$ cat config.mk
export PLATFORM = sky130hd
export DESIGN_NAME = power_mode_controller
export DESIGN_NICKNAME = d
export VERILOG_FILES = /design/src/design/power_mode_pkg.sv /design/src/design/power_mode_controller.sv
export SDC_FILE = /design/constraint.sdc
export NUM_CORES = 1
export LEC_CHECK = 0
export BUFFER_PORTS_ARGS = -buffer_cell sky130_fd_sc_hd__buf_4
export CAP_MARGIN = 30
export CORE_MARGIN = 8
export CORE_UTILIZATION = 35
export CTS_CLUSTER_DIAMETER = 120
export CTS_CLUSTER_SIZE = 40
export DETAILED_ROUTE_END_ITERATION = 7
export MAX_ROUTING_LAYER = met4
export PLACE_DENSITY = 0.56
export SLEW_MARGIN = 40
export SYNTH_ARGS = -nofsm -noshare
export SYNTH_HDL_FRONTEND = slang
export SYNTH_SLANG_ARGS = --single-unit
$ cat constraint.sdc
create_clock -name mclk_i -period 3.2 [get_ports mclk_i]
set_input_delay 0.16 -clock mclk_i [delete_from_list [all_inputs] [get_ports mclk_i]]
set_output_delay 0.16 -clock mclk_i [all_outputs]
set_load 0.01 [all_outputs]
$ cat src/design/power_mode_pkg.sv
// Package: constants, modes and carriers of the power mode controller
package power_mode_pkg;

   // ****************************************************************
   // Timing
   // ****************************************************************
   localparam int unsigned CLK_FREQ_HZ      = 250_000_000;
   localparam int unsigned WAKE_BASE_HZ     = 1_000;
   localparam int unsigned WAKE_BASE_CYCLES = CLK_FREQ_HZ / WAKE_BASE_HZ;
   localparam int unsigned BASE_CNT_W       = 18;
   localparam int unsigned SYNC_STAGES      = 3;
   localparam logic [2:0]  BOOT_CYCLES      = 3'h5;

   // ****************************************************************
   // Vectors and register map
   // ****************************************************************
   localparam logic [15:0] RESET_VECTOR_ADDR = 16'hfffe;
   localparam int unsigned ADDR_W    = 8;
   localparam int unsigned DATA_W    = 8;
   localparam logic [7:0]  OFS_CTRL   = 8'h00;
   localparam logic [7:0]  OFS_ACK    = 8'h01;
   localparam logic [7:0]  OFS_STATUS = 8'h02;
   localparam int unsigned ACK_BIT    = 0;
   localparam int unsigned ST_POWER_DOWN_FLAG_BIT = 0;
   localparam int unsigned ST_HOLD_BIT = 1;
   localparam logic [7:0]  CTRL_RESET = 8'h00;

   // ****************************************************************
   // Types
   // ****************************************************************
   typedef enum logic [5:0] {
      MODE_BOOT  = 6'h01,
      MODE_RUN   = 6'h02,
      MODE_HALT  = 6'h04,
      MODE_WAIT  = 6'h08,
      MODE_PARTIAL_POWER_DOWN_STOP = 6'h10,
      MODE_RETENTION_STOP = 6'h20
   } mode_t;

   typedef enum logic [2:0] {
      CMD_MEM      = 3'h0,
      CMD_MEM_STAT = 3'h1,
      CMD_BDC_REG  = 3'h2,
      CMD_HALT_REQ = 3'h3,
      CMD_CPU_REG  = 3'h4,
      CMD_TRACE    = 3'h5,
      CMD_RESUME   = 3'h6
   } dbg_cmd_t;

   // Control register layout, bit 0 is stop_enable_bit
   typedef struct packed {
      logic [2:0] wakeup_period_select;
      logic       debug_in_stop_enable;
      logic       low_voltage_stop_enable;
      logic       low_voltage_detect_enable;
      logic       power_down_select;
      logic       stop_enable_bit;
   } ctrl_t;

   typedef struct packed {
      logic [ADDR_W-1:0] addr;
      logic [DATA_W-1:0] wdata;
      logic              wr;
      logic              rd;
   } reg_req_t;

   typedef struct packed {
      logic     valid;
      dbg_cmd_t kind;
   } dbg_req_t;

   typedef struct packed {
      logic accept;
      logic reject;
      logic status_err;
   } dbg_rsp_t;

   // Wake sources of the retention stop besides the periodic one
   typedef struct packed {
      logic low_voltage_detector;
      logic adc;
      logic ext_irq;
      logic keypad;
      logic serial;
   } wake_src_t;

   typedef struct packed {
      logic halt_instruction;
      logic wait_instr;
      logic stop_instr;
      logic bdc_breakpoint;
      logic module_breakpoint;
      logic irq_request;
   } cpu_evt_t;

endpackage : power_mode_pkg

$ cat src/design/power_mode_controller.sv
// Power mode controller: run, debug halt, wait and the two stop states
// Behaviour
// - Mode pin high at reset release: run, fetch reset vector.
// - Pin low, halt command, halt instruction or breakpoints enter halt.
// - In halt the CPU is suspended and executes no application code.
// - Memory, status, controller and halt commands work in run and halt.
// - CPU register, trace, resume only in halt; resume returns to run.
// - Wait stops CPU clock, system clocks run, interrupt mask cleared.
// - Interrupt in wait resumes with the stacking sequence.
// - Wait or stop: only halt and status commands; status reports error.
// - Halt command in wait wakes straight into halt.
// - Stop with stop enable clear forces an illegal opcode reset.
// - Stop halts clocks; select bit picks power-down or retention stop.
// - Low-voltage detector enabled in stop forces retention stop.
// - Power-down stop cuts core power except RAM; regulator in standby.
// - Pins latch on power-down entry until acknowledge written with 1.
// - Power-down wakes on reset, low interrupt pin or periodic wake.
// - Partial power-down wake restarts like power-on, pins still latched; a wake by reset clears the latch and the flag.
// - Power-down flag set on that wake until acknowledge written with 1.
// - On acknowledge pins follow their current port or peripheral logic.
// - Retention: oscillator off, generator standby, regulator standby unless LVD or debug in stop, state kept.
// - Retention exits on reset or listed interrupts, taking their vector.
// - Self-clocked 1 kHz periodic wake; period select zero disables it.
// - Debug in stop: debug clocked, regulator on, retention stop only.
//
// The address map and strobed register access were decided locally.
module power_mode_controller
   import power_mode_pkg::*;
#(
   parameter int unsigned WAKE_CYCLES = power_mode_pkg::WAKE_BASE_CYCLES
) (
   input  wire logic                        mclk_i,
   input  wire logic                        reset_n_i,
   input  wire power_mode_pkg::reg_req_t    reg_req_i,
   output logic [power_mode_pkg::DATA_W-1:0] reg_rdata_o,
   input  wire logic                        mode_select_debug_pin_i,
   input  wire logic                        external_interrupt_pin_i,
   input  wire power_mode_pkg::cpu_evt_t    cpu_evt_i,
   input  wire power_mode_pkg::wake_src_t   wake_src_i,
   input  wire power_mode_pkg::dbg_req_t    dbg_req_i,
   output power_mode_pkg::dbg_rsp_t         dbg_rsp_o,
   output power_mode_pkg::mode_t            mode_o,
   output logic                             cpu_exec_en_o,
   output logic                             sys_clock_en_o,
   output logic                             debug_clock_en_o,
   output logic                             osc_run_o,
   output logic                             clkgen_standby_o,
   output logic                             regulator_standby_o,
   output logic                             core_power_o,
   output logic                             pin_hold_o,
   output logic                             power_down_flag_o,
   output logic                             wake_source_run_o,
   output logic                             fetch_reset_vector_o,
   output logic [15:0]                      reset_vector_addr_o,
   output logic                             ccr_mask_clear_o,
   output logic                             stack_start_o,
   output logic                             illegal_opcode_reset_o,
   output logic                             periph_reset_o
);
   import power_mode_pkg::*;

   // ****************************************************************
   // State
   // ****************************************************************
   typedef struct packed {
      mode_t                  mode;
      ctrl_t                  ctrl;
      logic                   power_down_flag;
      logic                   hold;
      logic [SYNC_STAGES-1:0] ms_sync;
      logic [SYNC_STAGES-1:0] irq_sync;
      logic                   ms_f;
      logic                   irq_f;
      logic [2:0]             boot_cnt;
      logic [BASE_CNT_W-1:0]  base_cnt;
      logic [6:0]             tick_cnt;
      logic [DATA_W-1:0]      rdata;
      dbg_rsp_t               rsp;
      logic                   fetch_vec;
      logic                   ccr_clr;
      logic                   stack;
      logic                   illegal;
      logic                   periph_rst;
   } state_t;

   localparam state_t STATE_RESET = '{
      mode:     MODE_BOOT,
      ctrl:     ctrl_t'(CTRL_RESET),
      ms_sync:  '1,
      irq_sync: '1,
      ms_f:     1'b1,
      irq_f:    1'b1,
      default:  '0
   };

   state_t q;
   state_t next_q;
   logic   rti_wake;
   logic   lvd_in_stop;
   logic   in_stop;
   logic   cmd_ok;
   logic [6:0] tick_limit;

   // ****************************************************************
   // Periodic wake base and decode
   // ****************************************************************
   // The 1 kHz base is modelled by dividing the bus clock; in silicon
   // it runs from its own oscillator while every other clock is off.
   always_comb begin
      tick_limit  = 7'h01 << (q.ctrl.wakeup_period_select - 3'h1);
      rti_wake    = (q.ctrl.wakeup_period_select != 3'h0)
                    && (q.base_cnt == BASE_CNT_W'(WAKE_CYCLES - 1))
                    && (q.tick_cnt == tick_limit - 7'h01);
      lvd_in_stop = q.ctrl.low_voltage_detect_enable
                    && q.ctrl.low_voltage_stop_enable;
      in_stop     = (q.mode == MODE_PARTIAL_POWER_DOWN_STOP) || (q.mode == MODE_RETENTION_STOP);
   end

   // ****************************************************************
   // Debug command gate
   // ****************************************************************
   always_comb begin
      cmd_ok = 1'b0;
      case (q.mode)
         MODE_HALT: cmd_ok = 1'b1;
         MODE_RUN:  cmd_ok = (dbg_req_i.kind == CMD_MEM)
                             || (dbg_req_i.kind == CMD_MEM_STAT)
                             || (dbg_req_i.kind == CMD_BDC_REG)
                             || (dbg_req_i.kind == CMD_HALT_REQ);
         MODE_WAIT: cmd_ok = (dbg_req_i.kind == CMD_HALT_REQ)
                             || (dbg_req_i.kind == CMD_MEM_STAT);
         MODE_RETENTION_STOP: cmd_ok = q.ctrl.debug_in_stop_enable
                              && ((dbg_req_i.kind == CMD_HALT_REQ)
                              || (dbg_req_i.kind == CMD_MEM_STAT));
         default:   cmd_ok = 1'b0;
      endcase
   end

   // ****************************************************************
   // Next state
   // ****************************************************************
   always_comb begin
      next_q            = q;
      next_q.fetch_vec  = 1'b0;
      next_q.ccr_clr    = 1'b0;
      next_q.stack      = 1'b0;
      next_q.illegal    = 1'b0;
      next_q.periph_rst = 1'b0;
      next_q.rdata      = '0;
      next_q.rsp        = '0;

      // Pin synchronisers; a level counts once stages two and three agree
      next_q.ms_sync  = {q.ms_sync[SYNC_STAGES-2:0], mode_select_debug_pin_i};
      next_q.irq_sync = {q.irq_sync[SYNC_STAGES-2:0],
                         external_interrupt_pin_i};
      if (q.ms_sync[1] == q.ms_sync[2]) begin
         next_q.ms_f = q.ms_sync[2];
      end
      if (q.irq_sync[1] == q.irq_sync[2]) begin
         next_q.irq_f = q.irq_sync[2];
      end

      // Period select zero stops the wake source entirely
      if (q.ctrl.wakeup_period_select == 3'h0) begin
         next_q.base_cnt = '0;
         next_q.tick_cnt = '0;
      end else if (q.base_cnt == BASE_CNT_W'(WAKE_CYCLES - 1)) begin
         next_q.base_cnt = '0;
         next_q.tick_cnt = rti_wake ? 7'h00 : q.tick_cnt + 7'h01;
      end else begin
         next_q.base_cnt = q.base_cnt + BASE_CNT_W'(1);
      end

      // Register port; control is frozen while any stop state holds
      if (reg_req_i.wr && (reg_req_i.addr == OFS_CTRL) && !in_stop) begin
         next_q.ctrl = ctrl_t'(reg_req_i.wdata);
      end
      // A write that turns the wake source off clears it at the same edge
      if (next_q.ctrl.wakeup_period_select == 3'h0) begin
         next_q.base_cnt = '0;
         next_q.tick_cnt = '0;
      end
      if (reg_req_i.wr && (reg_req_i.addr == OFS_ACK)
          && reg_req_i.wdata[ACK_BIT]) begin
         next_q.hold = 1'b0;
         next_q.power_down_flag = 1'b0;
      end
      if (reg_req_i.rd) begin
         case (reg_req_i.addr)
            OFS_CTRL:   next_q.rdata = q.ctrl;
            OFS_STATUS: begin
               next_q.rdata[ST_POWER_DOWN_FLAG_BIT] = q.power_down_flag;
               next_q.rdata[ST_HOLD_BIT] = q.hold;
            end
            default:    next_q.rdata = '0;
         endcase
      end

      // Debug command answer
      if (dbg_req_i.valid) begin
         next_q.rsp.accept     = cmd_ok;
         next_q.rsp.reject     = !cmd_ok;
         next_q.rsp.status_err = cmd_ok && (dbg_req_i.kind == CMD_MEM_STAT)
                                 && (q.mode != MODE_RUN)
                                 && (q.mode != MODE_HALT);
      end

      case (q.mode)
         MODE_BOOT: begin
            // Boot outlasts the pin filter, so a level held through reset
            // is the one that picks the mode
            next_q.boot_cnt = q.boot_cnt + 3'h1;
            if (q.boot_cnt == BOOT_CYCLES - 3'h1) begin
               next_q.boot_cnt = '0;
               if (q.ms_f) begin
                  next_q.mode      = MODE_RUN;
                  next_q.fetch_vec = 1'b1;
               end else begin
                  next_q.mode = MODE_HALT;
               end
            end
         end
         MODE_RUN: begin
            if (dbg_req_i.valid && (dbg_req_i.kind == CMD_HALT_REQ)
                || cpu_evt_i.halt_instruction || cpu_evt_i.bdc_breakpoint
                || cpu_evt_i.module_breakpoint) begin
               next_q.mode = MODE_HALT;
            end else if (cpu_evt_i.stop_instr) begin
               if (!q.ctrl.stop_enable_bit) begin
                  next_q.illegal = 1'b1;
               end else if (q.ctrl.power_down_select && !lvd_in_stop
                            && !q.ctrl.debug_in_stop_enable) begin
                  next_q.mode = MODE_PARTIAL_POWER_DOWN_STOP;
                  next_q.hold = 1'b1;
               end else begin
                  next_q.mode = MODE_RETENTION_STOP;
               end
            end else if (cpu_evt_i.wait_instr) begin
               next_q.mode    = MODE_WAIT;
               next_q.ccr_clr = 1'b1;
            end
         end
         MODE_HALT: begin
            if (dbg_req_i.valid && (dbg_req_i.kind == CMD_RESUME)) begin
               next_q.mode = MODE_RUN;
            end
         end
         MODE_WAIT: begin
            if (dbg_req_i.valid && (dbg_req_i.kind == CMD_HALT_REQ)) begin
               next_q.mode = MODE_HALT;
            end else if (cpu_evt_i.irq_request) begin
               next_q.mode  = MODE_RUN;
               next_q.stack = 1'b1;
            end
         end
         MODE_PARTIAL_POWER_DOWN_STOP: begin
            // The pin wakes active low whatever its earlier setup was
            if (rti_wake || !q.irq_f) begin
               next_q.mode       = MODE_BOOT;
               next_q.periph_rst = 1'b1;
               next_q.ctrl       = ctrl_t'(CTRL_RESET);
               next_q.base_cnt   = '0;
               next_q.tick_cnt   = '0;
               next_q.power_down_flag       = 1'b1;
            end
         end
         MODE_RETENTION_STOP: begin
            if (q.ctrl.debug_in_stop_enable && dbg_req_i.valid
                && (dbg_req_i.kind == CMD_HALT_REQ)) begin
               next_q.mode = MODE_HALT;
            end else if (rti_wake || (|wake_src_i)) begin
               next_q.mode  = MODE_RUN;
               next_q.stack = 1'b1;
            end
         end
         default: next_q.mode = MODE_BOOT;
      endcase
   end

   // Any reset, from the pin or the system, restarts at boot
   always_ff @(posedge mclk_i or negedge reset_n_i) begin
      if (!reset_n_i) begin
         q <= STATE_RESET;
      end else begin
         q <= next_q;
      end
   end

   // ****************************************************************
   // Outputs
   // ****************************************************************
   assign mode_o                 = q.mode;
   assign cpu_exec_en_o          = (q.mode == MODE_RUN);
   assign sys_clock_en_o         = !in_stop;
   assign debug_clock_en_o       = !in_stop || ((q.mode == MODE_RETENTION_STOP)
                                   && q.ctrl.debug_in_stop_enable);
   assign osc_run_o              = !in_stop;
   assign clkgen_standby_o       = (q.mode == MODE_RETENTION_STOP);
   assign regulator_standby_o    = (q.mode == MODE_PARTIAL_POWER_DOWN_STOP)
                                   || ((q.mode == MODE_RETENTION_STOP) && !lvd_in_stop
                                   && !q.ctrl.debug_in_stop_enable);
   assign core_power_o           = (q.mode != MODE_PARTIAL_POWER_DOWN_STOP);
   // Once released, pins follow whatever the port logic now drives
   assign pin_hold_o             = q.hold;
   assign power_down_flag_o      = q.power_down_flag;
   assign wake_source_run_o      = (q.ctrl.wakeup_period_select != 3'h0);
   assign fetch_reset_vector_o   = q.fetch_vec;
   assign reset_vector_addr_o    = RESET_VECTOR_ADDR;
   assign ccr_mask_clear_o       = q.ccr_clr;
   assign stack_start_o          = q.stack;
   assign illegal_opcode_reset_o = q.illegal;
   assign periph_reset_o         = q.periph_rst;
   assign reg_rdata_o            = q.rdata;
   assign dbg_rsp_o              = q.rsp;
endmodule // power_mode_controller

-- Yosys cells after proc, flatten, opt, wreduce, memory -nomap -nowiden
Cells that the tools add are included.
- $add $sub $neg: 5
- equality and inequality tests: 27
- shifts and indexed selects: 1
- mux-type cells: 53
- reduce and logical (&&, ||, !) cells: 44
- operators by type and width (kind ; number):
    $mux 25 ; 4
    $mux 6 ; 12
    $pmux 6 s6 ; 1
    $mux 1 ; 22
    $logic_and 1x1->1 ; 20
    $add 18x1->18 const B ; 1
    $eq 18x18->1 const B ; 1
    $mux 18 ; 1
    $mux 8 ; 2
    $mux 15 ; 1
    $mux 7 ; 2
    $logic_or 1x1->1 ; 12
    $logic_not 3->1 ; 3
    $mux 3 ; 3
    $mux 9 ; 1
    $eq 8x1->1 const B ; 1
    $eq 8x2->1 const B ; 1
    $logic_not 8->1 ; 1
    $add 7x1->7 const B ; 1
    $eq 7x7->1 ; 1
    $reduce_and 7->1 ; 1
    $shl 1x3->7 const A ; 1
    $sub 7x1->7 const B ; 1
    $eq 3x2->1 const B ; 2
    other kinds (27) ; 34
- register bits: 68

-- Logic depth before layout (Yosys ltp)
Gate-level depths: netlist of run 1.
- depth after elaboration: 11
- gate-level depth with buffers: 12

-- Worst setup path before layout of run 1
OpenSTA, ideal clock, no wires.
- path kind: register to register
- start: register q[60] (netlist name)
- end: register q[58] (netlist name)
- arrival: 2402 ps
- slack: 680 ps
- stages on the path, launching flop included: 13
- clock period less this slack: 2520 ps
- path through: dfrtp_1 buf_2 nor2_1 nand2_1 ha_1 xnor2_1 or3b_1 a211oi_2 o221ai_2 a21oi_2 buf_4 buf_6 nor2_1
- RTL lines (element ; RTL line ; text):
    start: declaration ; power_mode_controller.sv:96 ; state_t q;
    start signal: assignment ; power_mode_controller.sv:285 ; q <= next_q;

==> metrics.cfg, run 1 <==
[outcome]
status=finished clean

[cts]
cts_buffers=9
clock_latency_ns=0.35
clkTransAtPathRegs_ns=0.07
cts_tree=yes
clk_path_buf_depth=2
root_buffer=clkbuf_8
clkSinkCount=68
cts_resized=0
cts.htree.levels=3

[sta]
finalMaxSlewViolations=0
fin_crit_ns=2.870
fmax_mhz=348.4
relSlewSlack=0.4675
post-route-period-util=0.8970
rsz0062_at_grt=no
hold_slack_ns=0.04377
hold_viol_final=0
skew_ns=0.009048
setup_viol=0
finalSetupTns_ns=0
worstMarginPinSlew_ns=0.7927
fin_ws_ns=0.3295

[global_routing]
grt_start_max_net_pins=69
gr-usage-met2=0.1865
grt_usage=0.1263
grt-busiest-layer=met2
grt_pass1_wl_microns=14340
overflow=0
antenna_found_initial=0
grt_pass1_vias=2910
grtUsageMet3=0.02959
grt_use_met1=0.1555

[synthesis]
synth_cell_types=63
async_reset_ff_frac=1.000
synth_edf_count=0
synth_top_area_frac=0.3918
synth_cells=386
syn_area_sq_um=3769
ys_ff_latch=68
avgSynthCellArea_sq_um=9.763
yosys_warnings=0
synthFlopType=dfrtp_1
seq_area_frac_synth=0.4545
synth_area_leaders=dfrtp_1 (39%), buf_4 (7.0%), dfstp_2 (6.3%)
yosys.area.top_type=dfrtp_1

[routing]
drt_iter0_drc=104
first_pass_iters=4
drc=0
antenna_left=0
vias=2815
viasPerCell=4.837
wl_microns=8471
wl_per_cell_microns=14.55

[min_path]
hp-class=in2reg
min-delay-start=cpu_evt_i[0]

[critical_path]
cp.required_ns=3.40
cp_data_arrival_time_ns=3.07
critPathKind=reg2reg
slowest_stage=dfrtp_1
end_kind=flop
max_stage_delay_ns=0.56
worstPathCellList=nor2_1 -> nand2_1 -> ha_1 -> xnor2_1 -> or3b_1 -> a211oi_2 -> o221ai_2 -> a21oi_2 -> buf_4 -> nor4b_2
critPathBufInv=1
start_kind=flop
rr_startpoint=q[61]$_DFF_PN0_
crit_fanout=29
setup.worst_path.start=q[61]$_DFF_PN0_
cpLargestDelayFamily=simple AND/OR/NAND/NOR gates

[place]
io_buffer_count=68
pre_cts_ws_ns=0.3630
gp_congestion=0.8366
dp_hpwl_microns=6173

[floorplanning]
rows=38
die_area_sq_um=14340
io_pins=85
die_w_microns=119.8
core-area_sq_um=10650
start_util=0.3539
fp.dieH_microns=119.8

[cells_and_area]
final_core_util=0.4159
num-nets-final=479
antenna_cells=0
drive_gt1_frac=0.2443
syn_to_final_growth_pct=17.53

[flow_run]
maxCapViolCount=0

[power_and_ir_drop]
peakVddDrop_mv=0.2386
pwr_density_cell_nw_per_um2=484.7
p_leak_nw=2.179

-- cell type report --
class                   instances  area, sq um
clock buffers                  11        141.4
clock inverters                 5        75.07
fillers                      1045         6221
inverters                       9        33.78
multi-input cells             275         1724
flip-flops and latches         68         1713
well taps                     140        175.2
repair buffers                 74        566.8
-- cell usage in the layout, fill, tap and decap left out, drive strengths merged, types with 5 or more instances in the layout --
| cell | Yosys | routed |
|---|---|---|
| buf | 45 | 71 |
| dfrtp | 59 | 59 |
| nor2 | 46 | 46 |
| nand2 | 37 | 37 |
| nand3 | 23 | 23 |
| conb | 2 | 16 |
| xnor2 | 15 | 15 |
| and2 | 12 | 12 |
| clkbuf | 3 | 11 |
| mux2i | 10 | 10 |
| nand4 | 10 | 10 |
| inv | 9 | 9 |
| o21ai | 9 | 9 |
| xor2 | 9 | 9 |
| dfstp | 9 | 9 |
| nor4 | 9 | 9 |
| and3 | 7 | 7 |
| nor2b | 6 | 6 |
| a21oi | 6 | 6 |
| nand3b | 5 | 5 |
| ha | 5 | 5 |
-- where the power goes --
group / internal (W) / total, W / switching, W
combinational: 0.000173 / 0.000392 / 0.000219
sequential: 0.000922 / 0.000976 / 0.0000544
clock: 0.000456 / 0.000778 / 0.000322
-- stage by stage --
stage / instance area [sq um] / total power [W] / instances
final: 4429 / 0.002147 / 582
after floorplan: 3821 / 0.001266 / 400
after CTS: 4428 / 0.002180 / 582
after global routing: 4429 / 0.002268 / 582
after global placement: 4178 / 0.001379 / 563
after detailed placement: 4182 / 0.001383 / 563
-- registers in the layout (all words and copies together) (netlist names) --
signal,flops
ccr_mask_clear_o,1
dbg_rsp_o,3
fetch_reset_vector_o,1
illegal_opcode_reset_o,1
mode_o,6
next_q,4
periph_reset_o,1
pin_hold_o,1
power_down_flag_o,1
q,40
reg_rdata_o,8
stack_start_o,1
-- path summary, 6_finish.rpt --
| kind | to | cells after the start | slack [ns] |
|---|---|---|---|
| max reg2reg | q[23]$_DFF_PN0_ | 10 | 0.33 |
| max in group asynchronous | reg_rdata_o[6]$_DFF_PN0_ | 2 | 2.40 |
| max | q[23]$_DFF_PN0_ | 10 | 0.33 |
| min | mode_o[3]$_DFFE_PN0P_ | 2 | 0.04 |
| min in group asynchronous | q[36]$_DFF_PN0_ | 2 | 0.38 |
| min reg2reg | next_q[48]$_DFF_PN1_ | 0 | 0.36 |
-- routing by layer --
| layer | share of wire | routed length, microns | vias up |
|---|---|---|---|
| li1 | - | - | 1384 |
| met1 | 0.46 | 3939 | 1336 |
| met2 | 0.45 | 3854 | 80 |
| met3 | 0.057 | 487 | 15 |
| met4 | 0.022 | 190 | 0 |
| met5 | 0 | 0 | - |
-- what timing repair did --
item / 4_1_cts / 5_1_grt
endpoints found under the hold margin: 61 / 0
hold buffers: 3 / 0
setup buffers: 0 / 0
-- synth_stat cells, drive strengths merged, types with 7 or more instances --
| library cell | n |
|---|---|
| nor4 | 9 |
| inv | 9 |
| buf | 45 |
| xnor2 | 15 |
| nand4 | 10 |
| and3 | 7 |
| and2 | 12 |
| nor2 | 46 |
| nand2 | 37 |
| dfrtp | 59 |
| nand3 | 23 |
| mux2i | 10 |
| xor2 | 9 |
| o21ai | 9 |
| dfstp | 9 |
-- cells by family (layout without fill, tap and decap cells) --
| logic type | count (synthesis) | count (layout) | synth area share |
|---|---|---|---|
| buffers and inverters | 57 | 99 | 0.1023 |
| DFF | 68 | 68 | 0.4545 |
| adders and majority gates | 7 | 7 | 0.02191 |
| other | 2 | 16 | 0.001993 |
| xor gates and xnor gates | 24 | 24 | 0.05578 |
| AOI/OAI and AO/OA | 38 | 38 | 0.07736 |
| muxes | 10 | 10 | 0.02656 |
| and+or+nand+nor | 180 | 180 | 0.2596 |
Power figures use the tool's default switching activity.
==> run 2: changes to the inputs <==
--- a/config.mk
+++ b/config.mk
@@ -9,6 +9,7 @@
 export CAP_MARGIN = 30
 export CORE_MARGIN = 8
 export CORE_UTILIZATION = 35
+export CTS_BUF_LIST = sky130_fd_sc_hd__clkbuf_8 sky130_fd_sc_hd__clkbuf_16
 export CTS_CLUSTER_DIAMETER = 120
 export CTS_CLUSTER_SIZE = 40
 export DETAILED_ROUTE_END_ITERATION = 7
==> run 2 against run 1 <==
Against the previous run: clock-buffer cell count decreased by 1; sequential cell count is the same; fmax about the same; critical path type unchanged.
==> metrics.cfg, run 2 (synthesized netlist as in run 1, its figures left out) <==
[outcome]
status=finished clean

[critical_path]
cpLargestDelayFamily=simple AND/OR/NAND/NOR gates
worstPathCellList=nor2_1 -> nand2_1 -> ha_1 -> xnor2_1 -> or3b_1 -> a211oi_2 -> o221ai_2 -> a21oi_2 -> buf_4 -> nor4b_2
max_stage_delay_ns=0.56
cp_data_arrival_time_ns=3.07
critPathKind=reg2reg
start_kind=flop
crit_fanout=29
ff2ff_path_depth=10
critPathBufInv=1
cp.required_ns=3.40
crit_cells=10
end_kind=flop
slowest_stage=dfrtp_1

[power_and_ir_drop]
pwr_density_cell_nw_per_um2=483.8
p_leak_nw=2.183
peakVddDrop_mv=0.2386
finalPower_w=0.002143

[global_routing]
overflow=0
grt_pass1_wl_microns=14340
grt_pass1_vias=2910
grt_start_max_net_pins=69
antenna_found_initial=0
grt_usage=0.1263

[routing]
vias=2812
wl_per_cell_microns=14.54
wl_microns=8462
viasPerCell=4.832
drc=0
antenna_left=0
first_pass_iters=4
drt_iter0_drc=106

[cts]
root_buffer=clkbuf_8
clkSinkCount=68
cts_tree=yes
cts_resized=0
cts.htree.levels=3
clk_path_buf_depth=2
clock_latency_ns=0.35
clkTransAtPathRegs_ns=0.07
cts_buffers=9

[floorplanning]
start_util=0.3539
die_area_sq_um=14340
die_w_microns=119.8
rows=38
fp.dieH_microns=119.8
io_pins=85
core-area_sq_um=10650

[place]
io_buffer_count=68
placed_cell_area_sq_um=4182
gp_congestion=0.8366
dp_hpwl_microns=6173

[cells_and_area]
seqCellArea_sq_um=1713
syn_to_final_growth_pct=17.53
layout_commonest_cell=buf_4
final_core_util=0.4159
regMostFlops=q
drive_gt1_frac=0.2443
fill_cells=1045
layout_common_cells=buf_4 (70), dfrtp_1 (59), nor2_1 (46), nand2_1 (37), nand3_1 (21)
largest_reg_flops=40
num-nets-final=479
finalInstanceArea_sq_um=4429
multi_input_area_sq_um=1724
antenna_cells=0

[sta]
fmax_mhz=348.4
skew_ns=0.009147
fin_crit_ns=2.870
post-route-period-util=0.8970
relSlewSlack=0.4675
hold_viol_final=0
setup_viol=0
finalMaxSlewViolations=0
worstMarginPinSlew_ns=0.7927
finalSetupTns_ns=0
rsz0062_at_grt=no

[flow_run]
maxCapViolCount=0

[min_path]
hp-class=in2reg
hold_depth=2

[run 2: cell types whose count changed in the layout (fill, tap and decap cells not counted)]
cell	before	now
clkbuf_1	1	0
inv_1	9	10
[run 2: path summary, 6_finish.rpt]
path,endpoint,slack (ns),from
setup / recovery,q[23]$_DFF_PN0_,0.33,q[61]$_DFF_PN0_
hold / removal,mode_o[3]$_DFFE_PN0P_,0.04,cpu_evt_i[0]
setup reg to reg,q[23]$_DFF_PN0_,0.33,q[61]$_DFF_PN0_
hold reg to reg,next_q[48]$_DFF_PN1_,0.36,next_q[47]$_DFF_PN1_
max in group asynchronous,reg_rdata_o[6]$_DFF_PN0_,2.40,reset_n_i
min in group asynchronous,q[36]$_DFF_PN0_,0.38,reset_n_i
[run 2: power breakdown]
part | internal (W) | leakage (nW) | switching (W)
logic | 0.000173 | 1.16 | 0.000218
clock network | 0.000453 | 0.117 | 0.000322
registers | 0.000922 | 0.908 | 0.0000545
total | 0.00155 | 2.18 | 0.000595
[run 2: timing repair]
action | 4_1_cts | 5_1_grt
endpoints found under the hold margin | 61 | 0
setup buffers | 0 | 0
hold buffers | 3 | 0
[run 2: per-layer routing]
metal,up-vias,global-route usage,part of all wire
li1,1384,-,-
met5,-,-,0
met4,0,0.07338,0.022
met3,15,0.02959,0.056
met2,78,0.1865,0.46
met1,1335,0.1555,0.47
[run 2: per-stage QoR]
stage                     setup slack [ns]  hold slack (ns)  std cells
after floorplan                     0.6797          -0.1356        400
after global placement              0.4643           0.2703        563
after detailed placement            0.3630           0.2022        563
after CTS                           0.3446          0.01886        582
after global routing               0.09433          0.03515        582
final                               0.3296          0.04327        582
[run 2: area by class of cell]
type | instances | area share
timing repair buffer | 74 | 0.1280
inverter | 9 | 0.007627
multi-input combinational | 275 | 0.3893
clock buffer | 10 | 0.03107
sequential | 68 | 0.3867
clock inverter | 6 | 0.01780
tap | 140 | 0.03955
==> run 3: changes to the inputs <==
--- a/config.mk
+++ b/config.mk
@@ -5,6 +5,7 @@
 export SDC_FILE = /design/constraint.sdc
 export NUM_CORES = 1
 export LEC_CHECK = 0
+export ABC_AREA = 1
 export BUFFER_PORTS_ARGS = -buffer_cell sky130_fd_sc_hd__buf_4
 export CAP_MARGIN = 30
 export CORE_MARGIN = 8
@@ -14,7 +15,7 @@
 export CTS_CLUSTER_SIZE = 40
 export DETAILED_ROUTE_END_ITERATION = 7
 export MAX_ROUTING_LAYER = met4
-export PLACE_DENSITY = 0.56
+export PLACE_DENSITY = 0.55
 export SLEW_MARGIN = 40
 export SYNTH_ARGS = -nofsm -noshare
 export SYNTH_HDL_FRONTEND = slang
==> run 3 against run 2 <==
Against the previous run: fmax increased by 21%; critical path type unchanged; critical path depth increased by 5; register-to-register slack improved by 0.49 ns; clock skew decreased by 0.0010 ns; hold slack improved by 0.043 ns.
==> metrics.cfg, run 3 <==
[outcome]
status=finished clean

[critical_path]
crit_cells=15
cp_data_arrival_time_ns=2.59
cpLargestDelayFamily=simple AND/OR/NAND/NOR gates
setup.worst_path.start=q[61]$_DFF_PN0_
end_kind=flop
rrSetupSlack_ns=0.82
crit_fanout=14
critPathBufInv=2
critPathKind=reg2reg
cp-endpoint=q[24]$_DFF_PN0_
start_kind=flop
ff2ff_path_depth=15
worstPathCellList=inv_2 -> nand3_1 -> ha_1 -> inv_1 -> nand2_1 -> nand2_1 -> nor2_1 -> nor2_1 -> nand3_1 -> nor2_1 -> nand2_2 -> nand2_2 -> nand2_4 -> nand3_4 -> nor2_1
rr_startpoint=q[61]$_DFF_PN0_
cp.required_ns=3.41
crit_path_frequent_cell=nor2_1
r2r_end=q[24]$_DFF_PN0_
slowest_stage=dfrtp_1
max_stage_delay_ns=0.44

[sta]
fmax_mhz=419.9
finalMaxSlewViolations=0
relSlewSlack=0.5876
finalSetupTns_ns=0
post-route-period-util=0.7443
rsz0062_at_grt=no
fin_ws_ns=0.8183
hold_viol_final=0
skew_ns=0.008114
fin_crit_ns=2.382
setup_viol=0
worstMarginPinSlew_ns=0.6187

[global_routing]
grt_pass1_vias=3242
antenna_found_initial=0
grt_pass1_wl_microns=15440
grt_usage=0.1344
grt_start_max_net_pins=69
overflow=0

[cells_and_area]
layout_common_cells=nand2_1 (86), buf_4 (67), nor2_1 (63), inv_1 (59), dfrtp_1 (59)
regMostFlops=q
syn_to_final_growth_pct=21.18
fin_cells=696
num-nets-final=590
largest_reg_flops=40
antenna_cells=0
layout_commonest_cell=nand2_1
drive_gt1_frac=0.2441

[synthesis]
yosys.area.top_type=dfrtp_1
synthMuxAreaShare=0
synth_edf_count=0
synthMostInstantiatedCell=nand2_1
synth_simple_gate_area_share=0.3119
synth-xor-area-share=0.03768
syn_area_sq_um=3951
synth_compound_area_frac=0.05826
async_reset_ff_frac=1.000
synth_adder_area_share=0.02090
synth_top_family_by_area=simple AND/OR/NAND/NOR gates
ys_top_cells_by_count=nand2_1 (86), nor2_1 (63), dfrtp_1 (59)
synthFlopType=dfrtp_1
ys_ff_latch=68
avgSynthCellArea_sq_um=8.097
synth_top_area_frac=0.3737
synth_area_leaders=dfrtp_1 (37%), nand2_1 (8.2%), buf_4 (6.5%)
seq_area_frac_synth=0.4335
synth_cell_types=38
yosys_warnings=0
synth_cells=488

[routing]
antenna_left=0
viasPerCell=4.588
vias=3193
drc=0
first_pass_iters=6
drt_iter0_drc=174
wl_microns=9150
wl_per_cell_microns=13.15

[min_path]
hp-class=in2reg
hold_depth=3

[floorplanning]
die_w_microns=122.3
core-area_sq_um=11220
rows=39
start_util=0.3521
die_area_sq_um=14950
io_pins=85
fp.dieH_microns=122.3

[cts]
cts_buffers=9
cts_tree=yes
clkTransAtPathRegs_ns=0.05
cts.htree.levels=3
clock_latency_ns=0.34
clk_path_buf_depth=2
root_buffer=clkbuf_16
clkSinkCount=68

[power_and_ir_drop]
pwr_density_cell_nw_per_um2=536.8
p_leak_nw=2.261
peakVddDrop_mv=0.2436

[place]
io_buffer_count=68
dp_hpwl_microns=7058
gp_congestion=0.9260
placed_cells=676
pre_cts_ws_ns=0.8214

[flow_run]
maxCapViolCount=0

[run 3: changes by cell type in the layout (fill, tap and decap cells not counted), sizes merged, moves of 10 or more]
cell / before / now
mux2i: 10 / 0
and2: 12 / 1
nor2: 46 / 83
nor3: 2 / 15
o21ai: 9 / 23
xnor2: 15 / 5
nand3: 23 / 38
nand2: 37 / 92
inv: 10 / 65
[run 3: final cells by class]
type                    instances  area, sq um
clock buffers                  10        239.0
clock inverters                 6        103.9
fillers                      1124         6435
inverters                      65        245.2
multi-input cells             332         1754
flip-flops and latches         68         1713
well taps                     143        178.9
repair buffers                 72        554.3
[run 3: power by group]
part	leakage, nW	internal [W]	switching, W
clock network	0.174	0.000776	0.000362
registers	0.903	0.000925	0.0000463
logic	1.18	0.000178	0.000284
[run 3: metal layers]
layer	global-route usage	vias to the layer above	wire, microns
met3	0.03864	18	748
met1	0.1667	1459	4069
li1	-	1628	-
met5	-	-	0
met4	0.06169	0	218
met2	0.1992	88	4113
[run 3: kinds of logic after synthesis]
family                     after synthesis
and+or+nand+nor                        251
buffers and inverters                  102
DFF                                     68
AOI/OAI and AO/OA                       41
xor gates and xnor gates                17
adders and majority gates                7
other                                    2
[run 3: stage by stage]
step           hold slack [ns]  power [W]    util  area, sq um
6_report               0.08602   0.002571  0.4266         4788
3_3_place_gp            0.2700   0.001439  0.3922         4402
3_5_place_dp            0.2121   0.001449  0.3925         4405
5_1_grt                0.08393   0.002723  0.4266         4788
4_1_cts                0.07677   0.002611  0.4266         4788
2_1_floorplan          -0.1356   0.001317       -         4004
[run 3: worst min-delay path by stage]
stage	start	end	slack (ns)
5_1_grt	reg_req_i[4]	q[56]$_DFF_PN0_	0.08
3_5_place_dp	reset_n_i	q[19]$_DFF_PN0_	0.21
2_1_floorplan	reset_n_i	ccr_mask_clear_o$_DFF_PN0_	-0.14
3_3_place_gp	mode_select_debug_pin_i	next_q[50]$_DFF_PN1_	0.27
6_report	reg_req_i[5]	q[57]$_DFF_PN0_	0.09
4_1_cts	reg_req_i[5]	q[57]$_DFF_PN0_	0.08
[run 3: repair_timing]
action                                 CTS  global route
resized for setup                        0             0
hold buffers                             4             0
buffers inserted                         0             0
endpoints found under the hold margin   62             0
[run 3: worst reg2reg max path, delay by kind of cell, from the launching register on]
kind | cells | cell delay (ns)
adder cells (fa/ha/maj) | 1 | 0.26
AND/OR/NAND/NOR | 12 | 1.29
flip-flops | 1 | 0.44
buffers and inverters | 2 | 0.27
